**src/hw/epmc_pkg.sv**
```systemverilog
package epmc_pkg;

	// ----------------------------------------------------------------
	// register map
	// ----------------------------------------------------------------
	localparam logic [7:0] PWR_CTRL_OFS = 8'h84;
	localparam logic [7:0] WAKE_TRIGGER_OFS = 8'h64;

	// ----------------------------------------------------------------
	// control register fields
	// ----------------------------------------------------------------
	localparam int PS_LSB = 12;
	localparam int XCVR_RST_BIT = 10;
	localparam int FRAME_WAKE_EN_BIT = 9;
	localparam int ENERGY_WAKE_EN_BIT = 8;
	localparam int DRIVE_TYPE_BIT = 6;
	localparam int STAT_FRAME_BIT = 5;
	localparam int STAT_ENERGY_BIT = 4;
	localparam int PULSE_SEL_BIT = 3;
	localparam int POLARITY_BIT = 2;
	localparam int PIN_EN_BIT = 1;
	localparam int READY_BIT = 0;

	// ----------------------------------------------------------------
	// reset values
	// ----------------------------------------------------------------
	localparam logic [1:0] PS_RESET = 2'h0;
	localparam logic [1:0] STAT_RESET = 2'h0;
	localparam logic CTRL_BIT_RESET = 1'h0;

	// ----------------------------------------------------------------
	// timing
	// ----------------------------------------------------------------
	localparam int CLK_PERIOD_NS = 50;
	localparam int XCVR_RST_HOLD_NS = 100000;
	localparam int XCVR_RST_CYCLES =
		(XCVR_RST_HOLD_NS + CLK_PERIOD_NS - 1) / CLK_PERIOD_NS;
	localparam int WAKE_PULSE_MS = 50;
	localparam int WAKE_PULSE_CYCLES =
		WAKE_PULSE_MS * 1000000 / CLK_PERIOD_NS;
	localparam int SETTLE_NS = 1000;
	localparam int SETTLE_CYCLES =
		(SETTLE_NS + CLK_PERIOD_NS - 1) / CLK_PERIOD_NS;

	// ----------------------------------------------------------------
	// types
	// ----------------------------------------------------------------
	typedef enum logic [1:0] {
		full_power_state = 2'b00,
		frame_wake_state = 2'b01,
		energy_wake_state = 2'b10
	} epmc_power_state_t;

	typedef enum logic [1:0] {
		seq_run = 2'b00,
		seq_sleep = 2'b01,
		seq_settle = 2'b10
	} epmc_seq_t;

endpackage

```
**src/hw/epmc_pin_if.sv**
```systemverilog
`timescale 1ns/1ps
interface epmc_pin_if;
	logic active;
	logic push_pull;
	logic active_high;
	logic pin_out;
	logic pin_oe;

	modport ctl (
		output active,
		output push_pull,
		output active_high,
		input pin_out,
		input pin_oe
	);

	modport drv (
		input active,
		input push_pull,
		input active_high,
		output pin_out,
		output pin_oe
	);
endinterface

```
**src/hw/epmc_hold_timer.sv**
```systemverilog
`timescale 1ns/1ps
module epmc_hold_timer #(
	parameter int CYCLES = 2
) (
	// clock and reset
	input wire logic clk,
	input wire logic reset,
	// control
	input wire logic run,
	output logic done
);
	import epmc_pkg::*;

	localparam int W = $clog2(CYCLES + 1);

	logic [W-1:0] cnt_reg;

	// done on the last cycle of a run, so run lasts exactly CYCLES
	assign done = run && (cnt_reg == W'(CYCLES - 1));

	always_ff @(posedge clk)
	begin
		if (reset || !run)
			cnt_reg <= '0;
		else
			cnt_reg <= cnt_reg + 1'b1;
	end
endmodule

```
**src/hw/epmc_pin_driver.sv**
```systemverilog
`timescale 1ns/1ps
module epmc_pin_driver (
	// clock and reset
	input wire logic clk,
	input wire logic reset,
	// pin control
	epmc_pin_if.drv pin
);
	import epmc_pkg::*;

	logic out_reg;
	logic oe_reg;

	assign pin.pin_out = out_reg;
	assign pin.pin_oe = oe_reg;

	// open drain: only ever pulls low, polarity ignored
	always_ff @(posedge clk)
	begin
		if (reset)
		begin
			oe_reg <= 1'b0;
			out_reg <= 1'b0;
		end
		else if (pin.push_pull)
		begin
			oe_reg <= 1'b1;
			out_reg <= pin.active_high ? pin.active : !pin.active;
		end
		else
		begin
			oe_reg <= pin.active;
			out_reg <= 1'b0;
		end
	end

	// ----------------------------------------------------------------
	// checks
	// ----------------------------------------------------------------
	property p_od_low;
		@(posedge clk) disable iff (reset)
		!pin.push_pull |=> !pin.pin_out;
	endproperty
	a_od_low: assert property (p_od_low)
		else $error("open-drain pin driven high");

	property p_pp_level;
		@(posedge clk) disable iff (reset)
		pin.push_pull |=>
			pin.pin_oe && (pin.pin_out ==
			($past(pin.active_high) ~^ $past(pin.active)));
	endproperty
	a_pp_level: assert property (p_pp_level)
		else $error("push-pull level does not follow polarity");
endmodule

```
**src/hw/epmc_power_ctrl.sv**
```systemverilog
`timescale 1ns/1ps
module epmc_power_ctrl #(
	parameter int WAKE_PULSE_LEN = epmc_pkg::WAKE_PULSE_CYCLES,
	parameter logic [7:0] WAKE_TRIGGER_ADDR = epmc_pkg::WAKE_TRIGGER_OFS
) (
	// clock and resets
	input wire logic clk,
	input wire logic reset,
	input wire logic soft_reset,
	// host bus pins
	input wire logic host_cs_n,
	input wire logic host_rd_n,
	input wire logic host_wr_n,
	input wire logic [7:0] host_addr,
	input wire logic [31:0] host_data_in,
	output logic [31:0] host_data_out,
	output logic host_data_oe,
	// wake detectors
	input wire logic wol_event,
	input wire logic energy_event,
	output logic frame_detect_enable,
	output logic energy_detect_enable,
	output logic wake_interrupt,
	output logic device_ready,
	// transceiver
	output logic transceiver_reset,
	// wake event pin
	output logic wake_event_pin_out,
	output logic wake_event_pin_oe
);
	import epmc_pkg::*;

	// ----------------------------------------------------------------
	// host bus synchronisers
	// ----------------------------------------------------------------
	logic [2:0] strb_s1_reg;
	logic [2:0] strb_s2_reg;
	logic [7:0] addr_s1_reg;
	logic [7:0] addr_s2_reg;
	logic [31:0] data_s1_reg;
	logic [31:0] data_s2_reg;
	logic rd_prev_reg;
	logic wr_prev_reg;

	// address and data take the same two stages as the strobes
	always_ff @(posedge clk)
	begin
		if (reset)
		begin
			strb_s1_reg <= 3'h7;
			strb_s2_reg <= 3'h7;
			addr_s1_reg <= 8'h00;
			addr_s2_reg <= 8'h00;
			data_s1_reg <= 32'h0;
			data_s2_reg <= 32'h0;
		end
		else
		begin
			strb_s1_reg <= {host_cs_n, host_rd_n, host_wr_n};
			strb_s2_reg <= strb_s1_reg;
			addr_s1_reg <= host_addr;
			addr_s2_reg <= addr_s1_reg;
			data_s1_reg <= host_data_in;
			data_s2_reg <= data_s1_reg;
		end
	end

	logic rd_act;
	logic wr_act;
	logic rd_rise;
	logic wr_take;
	assign rd_act = !strb_s2_reg[2] && !strb_s2_reg[1];
	assign wr_act = !strb_s2_reg[2] && !strb_s2_reg[0];
	assign rd_rise = rd_act && !rd_prev_reg;
	assign wr_take = wr_act && !wr_prev_reg;

	always_ff @(posedge clk)
	begin
		if (reset)
		begin
			rd_prev_reg <= 1'b0;
			wr_prev_reg <= 1'b0;
		end
		else
		begin
			rd_prev_reg <= rd_act;
			wr_prev_reg <= wr_act;
		end
	end

	// ----------------------------------------------------------------
	// state
	// ----------------------------------------------------------------
	epmc_seq_t seq_reg;
	epmc_power_state_t power_state_field_reg;
	logic armed_reg;
	logic transceiver_reset_bit_reg;
	logic frame_wake_enable_reg;
	logic energy_wake_enable_reg;
	logic wake_pin_drive_type_reg;
	logic wake_pin_polarity_reg;
	logic wake_pin_pulse_select_reg;
	logic wake_pin_enable_reg;
	logic [1:0] wake_status_reg;
	logic pulse_reg;
	logic phy_done;
	logic settle_done;
	logic pulse_done;

	logic is_pmt;
	logic wake_cmd;
	logic pmt_wr;
	assign is_pmt = addr_s2_reg == PWR_CTRL_OFS;
	// wake trigger honoured only while asleep
	assign wake_cmd = wr_take && (addr_s2_reg == WAKE_TRIGGER_ADDR)
		&& (seq_reg == seq_sleep);
	// other writes dropped until ready and a read has been seen
	assign pmt_wr = wr_take && is_pmt && armed_reg
		&& (seq_reg == seq_run);

	logic [1:0] ps_wr;
	assign ps_wr = data_s2_reg[PS_LSB+1:PS_LSB];

	always_ff @(posedge clk)
	begin
		if (reset || soft_reset)
			armed_reg <= 1'b0;
		else if (wake_cmd)
			armed_reg <= 1'b0;
		else if (rd_rise)
			armed_reg <= 1'b1;
	end

	// reset also needs settling before ready
	always_ff @(posedge clk)
	begin
		if (reset)
			seq_reg <= seq_settle;
		else
		begin
			unique case (seq_reg)
				seq_run:
					if (pmt_wr && (ps_wr == frame_wake_state
						|| ps_wr == energy_wake_state))
						seq_reg <= seq_sleep;
				seq_sleep:
					if (wake_cmd)
						seq_reg <= seq_settle;
				seq_settle:
					if (settle_done)
						seq_reg <= seq_run;
				default:
					seq_reg <= seq_settle;
			endcase
		end
	end

	// code eleven is refused rather than trusted
	always_ff @(posedge clk)
	begin
		if (reset || soft_reset)
			power_state_field_reg <= epmc_power_state_t'(PS_RESET);
		else if (wake_cmd)
			power_state_field_reg <= full_power_state;
		else if (pmt_wr && (ps_wr == frame_wake_state
			|| ps_wr == energy_wake_state))
			power_state_field_reg <= epmc_power_state_t'(ps_wr);
	end

	assign frame_detect_enable = (seq_reg == seq_sleep)
		&& (power_state_field_reg == frame_wake_state);
	assign energy_detect_enable = (seq_reg == seq_sleep)
		&& (power_state_field_reg == energy_wake_state);
	assign device_ready = seq_reg == seq_run;

	// ----------------------------------------------------------------
	// control bits
	// ----------------------------------------------------------------
	always_ff @(posedge clk)
	begin
		if (reset || soft_reset)
		begin
			frame_wake_enable_reg <= CTRL_BIT_RESET;
			energy_wake_enable_reg <= CTRL_BIT_RESET;
			wake_pin_pulse_select_reg <= CTRL_BIT_RESET;
			wake_pin_enable_reg <= CTRL_BIT_RESET;
		end
		else if (pmt_wr)
		begin
			frame_wake_enable_reg <= data_s2_reg[FRAME_WAKE_EN_BIT];
			energy_wake_enable_reg <= data_s2_reg[ENERGY_WAKE_EN_BIT];
			wake_pin_pulse_select_reg <= data_s2_reg[PULSE_SEL_BIT];
			wake_pin_enable_reg <= data_s2_reg[PIN_EN_BIT];
		end
	end

	// survives soft reset: the board wiring does not change
	always_ff @(posedge clk)
	begin
		if (reset)
		begin
			wake_pin_drive_type_reg <= CTRL_BIT_RESET;
			wake_pin_polarity_reg <= CTRL_BIT_RESET;
		end
		else if (pmt_wr)
		begin
			wake_pin_drive_type_reg <= data_s2_reg[DRIVE_TYPE_BIT];
			wake_pin_polarity_reg <= data_s2_reg[POLARITY_BIT];
		end
	end

	// ----------------------------------------------------------------
	// transceiver reset
	// ----------------------------------------------------------------
	always_ff @(posedge clk)
	begin
		if (reset || soft_reset)
			transceiver_reset_bit_reg <= CTRL_BIT_RESET;
		else if (phy_done)
			transceiver_reset_bit_reg <= 1'b0;
		else if (pmt_wr && data_s2_reg[XCVR_RST_BIT]
			&& !transceiver_reset_bit_reg)
			transceiver_reset_bit_reg <= 1'b1;
	end

	assign transceiver_reset = transceiver_reset_bit_reg;

	epmc_hold_timer #(
		.CYCLES(XCVR_RST_CYCLES)
	) u_phy_timer (
		.clk(clk),
		.reset(reset),
		.run(transceiver_reset_bit_reg),
		.done(phy_done)
	);

	epmc_hold_timer #(
		.CYCLES(SETTLE_CYCLES)
	) u_settle_timer (
		.clk(clk),
		.reset(reset),
		.run(seq_reg == seq_settle),
		.done(settle_done)
	);

	// ----------------------------------------------------------------
	// wake events
	// ----------------------------------------------------------------
	logic frame_set;
	logic energy_set;
	logic [1:0] status_clr;
	assign frame_set = wol_event && frame_wake_enable_reg;
	assign energy_set = energy_event && energy_wake_enable_reg;
	assign status_clr = pmt_wr ?
		data_s2_reg[STAT_FRAME_BIT:STAT_ENERGY_BIT] : 2'h0;

	// a new event beats a clear in the same cycle
	always_ff @(posedge clk)
	begin
		if (reset || soft_reset)
			wake_status_reg <= STAT_RESET;
		else
			wake_status_reg <= {frame_set, energy_set}
				| (wake_status_reg & ~status_clr);
	end

	// pin enable does not gate the interrupt
	assign wake_interrupt = |wake_status_reg;

	// a pulse already running is not restarted by a later event
	always_ff @(posedge clk)
	begin
		if (reset || soft_reset)
			pulse_reg <= 1'b0;
		else if (pulse_done)
			pulse_reg <= 1'b0;
		else if ((frame_set || energy_set) && wake_pin_pulse_select_reg)
			pulse_reg <= 1'b1;
	end

	epmc_hold_timer #(
		.CYCLES(WAKE_PULSE_LEN)
	) u_pulse_timer (
		.clk(clk),
		.reset(reset),
		.run(pulse_reg),
		.done(pulse_done)
	);

	// ----------------------------------------------------------------
	// wake pin
	// ----------------------------------------------------------------
	epmc_pin_if pin_bus ();
	logic static_active;
	assign static_active =
		(wake_status_reg[1] && frame_wake_enable_reg)
		|| (wake_status_reg[0] && energy_wake_enable_reg);
	assign pin_bus.active = wake_pin_enable_reg &&
		(wake_pin_pulse_select_reg ? pulse_reg : static_active);
	assign pin_bus.push_pull = wake_pin_drive_type_reg;
	assign pin_bus.active_high = wake_pin_polarity_reg;
	assign wake_event_pin_out = pin_bus.pin_out;
	assign wake_event_pin_oe = pin_bus.pin_oe;

	epmc_pin_driver u_pin (
		.clk(clk),
		.reset(reset),
		.pin(pin_bus.drv)
	);

	// ----------------------------------------------------------------
	// read path
	// ----------------------------------------------------------------
	logic [31:0] pmt_value;
	assign pmt_value = {18'h0, power_state_field_reg, 1'b0,
		transceiver_reset_bit_reg, frame_wake_enable_reg,
		energy_wake_enable_reg, 1'b0, wake_pin_drive_type_reg,
		wake_status_reg, wake_pin_pulse_select_reg,
		wake_pin_polarity_reg, wake_pin_enable_reg, device_ready};

	// readable in every state, other addresses read zero
	always_ff @(posedge clk)
	begin
		if (reset)
		begin
			host_data_out <= 32'h0;
			host_data_oe <= 1'b0;
		end
		else
		begin
			host_data_oe <= rd_act;
			if (rd_rise)
				host_data_out <= is_pmt ? pmt_value : 32'h0;
		end
	end

	// ----------------------------------------------------------------
	// checks
	// ----------------------------------------------------------------
	logic [11:0] phy_len_reg;
	always_ff @(posedge clk)
	begin
		if (reset || !transceiver_reset_bit_reg)
			phy_len_reg <= 12'h000;
		else
			phy_len_reg <= phy_len_reg + 12'h001;
	end

	property p_mode_legal;
		@(posedge clk) disable iff (reset)
		wr_take |=> power_state_field_reg != 2'b11;
	endproperty
	a_mode_legal: assert property (p_mode_legal)
		else $error("power state holds reserved code");

	property p_phy_hold;
		@(posedge clk) disable iff (reset || soft_reset)
		$fell(transceiver_reset) |->
			$past(phy_len_reg) == 12'(XCVR_RST_CYCLES - 1);
	endproperty
	a_phy_hold: assert property (p_phy_hold)
		else $error("transceiver reset hold length wrong");

	property p_phy_ignore;
		@(posedge clk) disable iff (reset || soft_reset)
		transceiver_reset && !phy_done && pmt_wr |=>
			transceiver_reset && phy_len_reg != 12'h000;
	endproperty
	a_phy_ignore: assert property (p_phy_ignore)
		else $error("transceiver reset restarted by write");

	property p_frame_detect;
		@(posedge clk) disable iff (reset || soft_reset)
		pmt_wr && ps_wr == frame_wake_state
			|=> frame_detect_enable && !device_ready;
	endproperty
	a_frame_detect: assert property (p_frame_detect)
		else $error("frame detection off in frame-wake state");

	property p_energy_detect;
		@(posedge clk) disable iff (reset || soft_reset)
		pmt_wr && ps_wr == energy_wake_state
			|=> energy_detect_enable && !frame_detect_enable;
	endproperty
	a_energy_detect: assert property (p_energy_detect)
		else $error("energy detection off in energy-wake state");

	property p_wake;
		@(posedge clk) disable iff (reset)
		wake_cmd |=> power_state_field_reg == full_power_state
			&& !device_ready ##[18:22] device_ready;
	endproperty
	a_wake: assert property (p_wake)
		else $error("wake trigger did not restore ready");

	property p_unarmed;
		@(posedge clk) disable iff (reset || soft_reset)
		wr_take && !armed_reg |=>
			$stable(wake_pin_enable_reg) && $stable(transceiver_reset);
	endproperty
	a_unarmed: assert property (p_unarmed)
		else $error("write acted before first read");

	property p_wol_int;
		@(posedge clk) disable iff (reset || soft_reset)
		wol_event && frame_wake_enable_reg |=> wake_interrupt;
	endproperty
	a_wol_int: assert property (p_wol_int)
		else $error("frame event lost from interrupt");

	property p_ed_int;
		@(posedge clk) disable iff (reset || soft_reset)
		energy_event && energy_wake_enable_reg |=> wake_status_reg[0];
	endproperty
	a_ed_int: assert property (p_ed_int)
		else $error("energy event lost from status");

	// judged at the pin: inactive level for the selected driver
	property p_pin_gate;
		@(posedge clk) disable iff (reset)
		!wake_pin_enable_reg |=>
			wake_event_pin_oe == $past(wake_pin_drive_type_reg)
			&& !(wake_event_pin_oe
			&& wake_event_pin_out == $past(wake_pin_polarity_reg));
	endproperty
	a_pin_gate: assert property (p_pin_gate)
		else $error("wake pin active while disabled");
endmodule

```
**config.mk**
```make
export PLATFORM = sky130hd
export DESIGN_NAME = epmc_power_ctrl
export DESIGN_NICKNAME = d
export VERILOG_FILES = /design/src/hw/epmc_pkg.sv /design/src/hw/epmc_pin_if.sv /design/src/hw/epmc_hold_timer.sv /design/src/hw/epmc_pin_driver.sv /design/src/hw/epmc_power_ctrl.sv
export SDC_FILE = /design/constraint.sdc
export NUM_CORES = 1
export LEC_CHECK = 0
export BUFFER_PORTS_ARGS = -buffer_cell sky130_fd_sc_hd__buf_2
export CORE_MARGIN = 10
export CORE_UTILIZATION = 40
export CTS_CLUSTER_DIAMETER = 200
export CTS_CLUSTER_SIZE = 25
export DETAILED_ROUTE_END_ITERATION = 8
export PLACE_DENSITY_LB_ADDON = 0.05
export SLEW_MARGIN = 40
export SYNTH_ARGS = -nofsm -noshare
export SYNTH_HDL_FRONTEND = slang
export SYNTH_HIERARCHICAL = 1
export SYNTH_SLANG_ARGS = --single-unit
export TNS_END_PERCENT = 5
```
**constraint.sdc**
```tcl
create_clock -name clk -period 3.4 [get_ports clk]
set_clock_uncertainty 0.2 [all_clocks]
set_input_delay 0.17 -clock clk [delete_from_list [all_inputs] [get_ports clk]]
set_output_delay 0.17 -clock clk [all_outputs]
set_load 0.01 [all_outputs]
```
* Yosys cells after proc, flatten, opt, wreduce, memory -nomap -nowiden
Index checks and enable logic that the tools add are counted.
Storage, ports and cells: register bits 137, bits in latches 0, bits in writable memories 0, memory bits (read-only) 0, bits of input ports 48, word-level logic and storage cells 102, memories 0
Cells by class: add/sub/neg operators 3, multipliers 0, div/mod/pow operators 0, magnitude comparators 0, eq/ne operators 14, shifts and indexed selects 0, muxes and demuxes 9, bitwise operators 4, reduce and logical (&&, ||, !) cells 46
Operator list (count):
- $logic_and A1 B1 Y1 | 23
- $add A20 B1 Y20 const B | 1
- $eq A20 B20 Y1 const B | 1
- $mux W14 | 1
- $add A11 B1 Y11 const B | 1
- $eq A11 B11 Y1 const B | 1
- $reduce_or A2 Y1 | 5
- $logic_not A1 Y1 | 9
- $eq A8 B7 Y1 const B | 1
- $eq A8 B8 Y1 const B | 1
- $mux W2 | 4
- $logic_or A1 B1 Y1 | 7
- $eq A2 B1 Y1 const B | 3
- $eq A2 B2 Y1 const B | 3
- $pmux W2 S3 | 1
- $add A5 B1 Y5 const B | 1
- $eq A5 B5 Y1 const B | 1
- $ne A2 B2 Y1 const B | 2
- $mux W1 | 3
- $reduce_and A3 Y1 | 1
- $and A2 B2 Y2 | 1
- $logic_not A2 Y1 | 1
- $ne A2 B1 Y1 const B | 1
- $not A2 Y2 | 1
- 2 further kinds | 2

* Longest topological paths before layout
Gate-level depths: netlist of the first run.
word-level depth 10, depth in mapped cells 7, mapped depth without buffers 6

* Hierarchy
Netlist of the first run, hierarchy kept.
By module, submodules not included:
- epmc_power_ctrl | times used 1, cells an instance 249, area each 2570.0 sq um
- epmc_hold_timer at u_pulse_timer | times used 1, cells an instance 103, area each 935.9 sq um
- epmc_hold_timer at u_phy_timer | times used 1, cells an instance 54, area each 485.5 sq um
- epmc_hold_timer at u_settle_timer | times used 1, cells an instance 22, area each 220.2 sq um
- epmc_pin_driver | times used 1, cells an instance 6, area each 68.8 sq um

* Least setup slack after synthesis of the first run
Ideal clock, no wire load.
path kind flip-flop to flip-flop, from register u_pulse_timer.cnt_reg[8], to register u_pulse_timer.cnt_reg[17], setup time 0.070 ns, arrival 1.691 ns, data required time 3.130 ns, setup slack 1.440 ns, cell stages (with the launch flop) 6, path buffers 1, clock period less this slack 1.960 ns, path through dfxtp_1 -> nand4_2 -> or4_1 -> buf_2 -> or4_1 -> a21oi_1
On the way: longest elaborated chain between the ends 1
RTL lines:
- from (decl) | line epmc_hold_timer.sv:16 | logic [W-1:0] cnt_reg;
- from (signal assigned) | line epmc_hold_timer.sv:26 | cnt_reg <= cnt_reg + 1'b1;
- $add A20 B1 Y20 | line epmc_hold_timer.sv:26
Every way passes these cells. A chain may end at the register's enable or synchronous reset.

* Final worst setup path of the first run
from register seq_reg[0], to register wake_status_reg[0]
On the way: longest elaborated chain between the ends 6
RTL lines:
- from (decl) | line epmc_power_ctrl.sv:94 | epmc_seq_t seq_reg;
- from (signal assigned) | line epmc_power_ctrl.sv:138 | seq_reg <= seq_settle;
- from (signal assigned) | line epmc_power_ctrl.sv:145 | seq_reg <= seq_sleep;
- from (signal assigned) | line epmc_power_ctrl.sv:148 | seq_reg <= seq_settle;
- $logic_not A2 Y1 | line epmc_power_ctrl.sv:119 | && (seq_reg == seq_run);
- $logic_and A1 B1 Y1 | line epmc_power_ctrl.sv:119
- $mux W2 | line epmc_power_ctrl.sv:254 | assign status_clr = pmt_wr ?
- $not A2 Y2 | line epmc_power_ctrl.sv:264 | | (wake_status_reg & ~status_clr);
- $and A2 B2 Y2 | line epmc_power_ctrl.sv:264
- $or A2 B2 Y2 | line epmc_power_ctrl.sv:264
- to (signal assigned) | line epmc_power_ctrl.sv:263 | wake_status_reg <= {frame_set, energy_set}
- to (decl) | line epmc_power_ctrl.sv:104 | logic [1:0] wake_status_reg;
Every way passes these cells.

==> results.toml, run 1 <==
[worst_setup_path]
r2r-end = "wake_status_reg[0]"
required_ps = 3470
cp-startpoint = "seq_reg[0]"
critical-path-max-stage-delay_ps = 550
crit_arrival_ps = 2300
critPathLaunchType = "flip-flop"
worstPathMaxFanout = 11
r2r_setup_slack_ps = 1180
timing.rr.start = "seq_reg[0]"
crit_end = "wake_status_reg[0]"
rr_worst_depth = 5
critPathCaptureType = "flip-flop"
critPathSlowestCell = "dlygate4sd3_1"
critPathKind = "flip-flop to flip-flop"
crit_chain = "nor3b_1 -> nand4_1 -> o21ai_0 -> a21oi_1 -> dlygate4sd3_1"

[placed_design]
io_buffer_count = 46
dp_hpwl_um = 5810
dp_slack_ps = 1280
dp.cells = 599
place_congestion = 0.796

[global_routing]
grt_max_degree = 46
grt_pass1_vias = 2929
antenna_found_initial = 0
grt_usage_pct = 11.2
grt_overflow_total = 0
grt_first_pass_wirelength_um = 13800

[job]
maxCapViolCount = 0

[logic_synthesis]
syn_area_sq_mm = 0.00428
yosys.area.top_type = "dfxtp_1"
yosysSeqAreaShare_pct = 51.9
ys_top_cells_by_area = "dfxtp_1 (52%), nor2b_1 (6.0%), nor2_1 (4.4%)"
yosysTopAreaCellShare_pct = 51.9
avgSynthCellArea_sq_um = 9.86
ys_types = 56
synth-main-ff-cell = "dfxtp_1"
synth_warnings = 6
synth_edf_count = 0
synth_seq_cells = 111
synthCells = 434
postSynth.asyncResetShare_pct = 0

[timing]
fin_ws_ps = 1180
hold_viol_final = 0
whs_ps = 2.09
fin_crit_sh_pct = 65.4
max_freq_ghz = 0.450
slew_violations = 0
setup_tns_ps = 0
rsz0062_at_grt = "no"
relSlewSlack_pct = 48.6
setup_viol = 0
fin_crit_ps = 2220
worst_pin_slew_ps = 770

[hold_path]
hold_path.class = "primary input to flip-flop"
whs_path_depth = 3

[die]
die_h_um = 123
start_util_pct = 41.3
num_rows = 37
dieArea_sq_mm = 0.0152
num_io_pins = 88
core_sq_mm = 0.0104
die_x_um = 123

[routing]
drc = 0
totalWireLength_um = 8250
num_vias = 3087
ant_nets = 0
first_iter_violations = 188
dr.pass1.iters = 4
viasPerCell = 4.82
wl_per_cell_um = 12.9

[clocking]
cts_buffers = 9
cts_tree = "built"
post_cts_buffers = 0
clkSinkCount = 111
clock_latency_ps = 380
cts-root-buf = "clkbuf_8"
clkTransAtPathRegs_ps = 110
htree_levels = 3
cts_max_path_buffers = 2

[cells_and_area]
final_common_cell = "dfxtp_1"
syn2layout_area_growth_pct = 16.1
drive_gt1_share_pct = 16.9
largest_register_ffs = 20
layout_common_cells = "dfxtp_1 (111), nor2_1 (50), buf_2 (46)"
stdcell_count = 640
final_nets = 550
final_core_util_pct = 47.9
antenna_cells = 0

[status]
status = "finished, final reports clean"

[power_and_ir_drop]
peakVddDrop_mv = 0.292
power_leakage_nw = 1.89
power_density_mw_per_mm2 = 440
-- cells in the mapped netlist, types with 2 or more instances --
cell and instances:
clkbuf_1 10, buf_2 5, and4_1 3, nand3_1 10, or2_2 8, dfxtp_1 111
or3b_1 2, nand2b_1 4, and4bb_2 2, or4_1 8, or3_1 3, nor3b_1 4
o21ai_0 8, nand4_1 10, inv_1 9, xor2_1 8, a21oi_1 16, o31ai_1 7
and4_2 2, and3_1 3, a22oi_1 13, buf_4 21, nor3_1 10, xnor2_1 9
nor4_1 4, nand2_1 10, nor2b_1 41, and2_1 2, mux2i_1 10, nand3b_1 2
nor2_1 50, nor4b_1 3, ha_1 3
-- area by class of cell --
| cell class | instances | area [sq um] |
|---|---|---|
| Clock buffer | 10 | 128 |
| Clock inverter | 6 | 62.6 |
| Fill cell | 996 | 5400 |
| Inverter | 9 | 33.8 |
| Multi-Input combinational cell | 296 | 1860 |
| Sequential cell | 111 | 2220 |
| Tap cell | 136 | 170 |
| Timing Repair Buffer | 72 | 488 |
-- worst min-delay path by stage --
stage                     startpoint                      to  slack, ps
after global placement     host_rd_n          strb_s1_reg[1]        150
after detailed placement   host_rd_n          strb_s1_reg[1]        160
after CTS                 soft_reset      wake_status_reg[1]       0.02
after floorplan                reset       u_pin/pin.pin_out         40
final                     soft_reset      wake_status_reg[1]          2
after global routing      soft_reset  energy_wake_enable_reg          9
-- repair_timing --
item | CTS | global route
gates resized for setup | 0 | 0
endpoints found under the hold margin | 24 | 0
hold buffers | 25 | 0
-- worst max-delay path: cells and delay by family, from the launching register on --
family          cells  cell delay [ps]
compound gates      2              320
buf+inv             1              550
flops               1              420
simple gates        2              630
-- cell families (layout without fill, tap and decap cells) --
kind of cell               after synthesis  count (layout)  share of synthesized area, %
and+or+nand+nor                        196             196                          27.7
DFF                                    111             111                          51.9
AOI/OAI and AO/OA                       50              50                          7.43
buffers and inverters                   46              97                          6.20
xor gates and xnor gates                17              17                          3.48
muxes                                   10              10                          2.34
adders and majority gates                3               3                         0.877
other                                    1              20                        0.0876
-- power by group --
part | switching (mW) | total (mW) | internal [mW]
clock | 0.470 | 0.757 | 0.286
sequential | 0.0110 | 1.34 | 1.33
combinational | 0.0423 | 0.0925 | 0.0502
-- metrics by stage --
step | area [sq um] | total power [mW]
after floorplan | 4350 | 1.43
after global placement | 4530 | 1.44
after detailed placement | 4530 | 1.44
after CTS | 4970 | 2.22
after global routing | 4970 | 2.29
final | 4970 | 2.19
-- per-layer routing --
layer  vias to the layer above  GRT usage (%)  part of all wire (%)
met2                        64           18.7                    48
li1                       1589              -                     -
met1                      1423           13.1                    45
met5                         -              0                     0
met3                        11           3.51                   5.5
met4                         0           4.22                   1.5
No activity file was read; power rests on OpenSTA's default activity.
==> run 2: changes to the inputs <==
- clock period: 3.4 -> 1.85 ns (I/O delays scaled with it)
==> run 2 against run 1 <==
Cell area rose by 5.4%. Non-clock buffer count rose by 25. Worst hold slack improved by 210 ps. Clock power rose by 96%. Sequential share of layout area fell by 2.1 points. Wire length rose by 6.3%. Combinational power rose by 95%. The run now ends with setup timing left. First-iteration DRC count fell by 21%. Count of clock-buffer cells in the layout did not move.
==> results.toml, run 2 (synthesis results as in run 1) <==
[status]
status = "finished with violations"
violations = "setup timing"

[clocking]
cts-root-buf = "clkbuf_8"
cts_tree = "built"
cts_buffers = 9
clkTransAtPathRegs_ps = 100
cts_max_path_buffers = 2
htree_levels = 3
clock_latency_ps = 370
clkSinkCount = 111

[cells_and_area]
final_nets = 575
syn2layout_area_growth_pct = 22.3
largest_register_ffs = 20
final_common_cell = "dfxtp_1"
antenna_cells = 0
final_core_util_pct = 50.5
drive_gt1_share_pct = 23.3
layout_common_cells = "dfxtp_1 (104), nor2_1 (50), buf_2 (46)"
num-fill-cells = 996
final_cell_area_sq_mm = 0.00524

[routing]
drc = 0
ant_nets = 0
viasPerCell = 4.77
totalWireLength_um = 8770
first_iter_violations = 148
wl_met2_um = 4160
wl_met1_um = 4080
wl_per_cell_um = 13.2
dr.pass1.iters = 4
route.top_layer_used = "met4"
wl_met3_um = 378
num_vias = 3170

[timing]
whs_ps = 215
fin_crit_ps = 1860
relSlewSlack_pct = 65.7
hold_viol_final = 0
rsz0062_at_grt = "yes"
max_freq_ghz = 0.537
worst_pin_slew_ps = 514
fin_crit_sh_pct = 101
setup_viol = 1
fin_ws_ps = -11.2
slew_violations = 0

[global_routing]
grt_pass1_vias = 3197
antenna_found_initial = 0
grt_first_pass_wirelength_um = 14900
grt_max_degree = 34
grt_usage_pct = 12.1
grt_overflow_total = 0

[worst_setup_path]
timing.rr.start = "u_pulse_timer/cnt_reg[8]"
rr_worst_depth = 4
critPathCaptureType = "flip-flop"
crit_arrival_ps = 1980
cp-startpoint = "u_pulse_timer/cnt_reg[8]"
critPathKind = "flip-flop to flip-flop"
worstPathMaxFanout = 8
r2r-end = "u_pulse_timer/cnt_reg[17]"
required_ps = 1960
crit_end = "u_pulse_timer/cnt_reg[17]"
r2r_setup_slack_ps = -10
critPathLaunchType = "flip-flop"

[die]
num_rows = 37
core_sq_mm = 0.0104
die_x_um = 123
start_util_pct = 41.3
dieArea_sq_mm = 0.0152
die_h_um = 123
num_io_pins = 88

[placed_design]
io_buffer_count = 46
place_congestion = 0.783
postPlaceCellArea_sq_mm = 0.00474
dp_hpwl_um = 6200

[hold_path]
hold_path.class = "flip-flop to flip-flop"
whs_path_depth = 1

[power_and_ir_drop]
peakVddDrop_mv = 0.481
power_density_mw_per_mm2 = 786
power.total_mw = 4.11
power_leakage_nw = 2.04

[job]
maxCapViolCount = 0
-- run 2: cell types whose count changed in the layout (fill, tap and decap cells not counted), sizes merged --
cell	previous run	this run
buf	47	71
bufinv	0	1
clkinv	3	1
clkinvlp	0	2
dlygate4sd3	25	26
inv	12	11
-- run 2: what timing repair did --
action | 4_1_cts | 5_1_grt
buffers inserted | 0 | 0
pin swaps | 1 | 6
hold buffers | 26 | 0
endpoints found under the setup margin | 4 | 13
endpoints found under the hold margin | 34 | 0
gates resized for setup | 2 | 7
-- run 2: worst max-delay path, stage by stage (launching register included) --
cell and delay (ps):
dfxtp_4 360, nand4_2 100, or4_4 590, or4_4 440, a21oi_2 120
-- run 2: final cells by class --
| cell class | instances | area [sq um] | area share, % |
|---|---|---|---|
| Inverter | 9 | 33.8 | 0.645 |
| Tap cell | 136 | 170 | 3.25 |
| Multi-Input combinational cell | 296 | 1890 | 36.1 |
| Clock inverter | 6 | 67.6 | 1.29 |
| Clock buffer | 10 | 138 | 2.63 |
| Sequential cell | 111 | 2230 | 42.7 |
| Timing Repair Buffer | 97 | 703 | 13.4 |
-- run 2: per-layer routing --
metal,global-route usage (%),vias up
li1,-,1640
met2,19.4,54
met4,5.90,0
met5,0,-
met1,15.1,1465
met3,2.83,11
-- run 2: how the worst min path moves through the flow --
stage,startpoint,end
floorplan,reset,u_pin/pin.pin_out
CTS,strb_s1_reg[0],strb_s2_reg[0]
finish,strb_s1_reg[0],strb_s2_reg[0]
detailed placement,host_rd_n,strb_s1_reg[1]
global placement,host_rd_n,strb_s1_reg[1]
global route,strb_s1_reg[1],strb_s2_reg[1]
-- run 2: power breakdown --
group | switching (mW) | internal, mW
Combinational | 0.0800 | 0.0996
Clock | 0.805 | 0.670
Sequential | 0.0215 | 2.44
-- run 2: per-stage QoR --
| stage | instances | setup slack [ps] | TNS [ps] |
|---|---|---|---|
| 4_1_cts | 665 | 1.00 | 0 |
| 5_1_grt | 665 | -70.8 | -280 |
| 2_1_floorplan | 453 | -44.8 | -135 |
| 3_5_place_dp | 623 | -107 | -298 |
| 6_report | 665 | -11.2 | -11.2 |
| 3_3_place_gp | 623 | -80.4 | -248 |
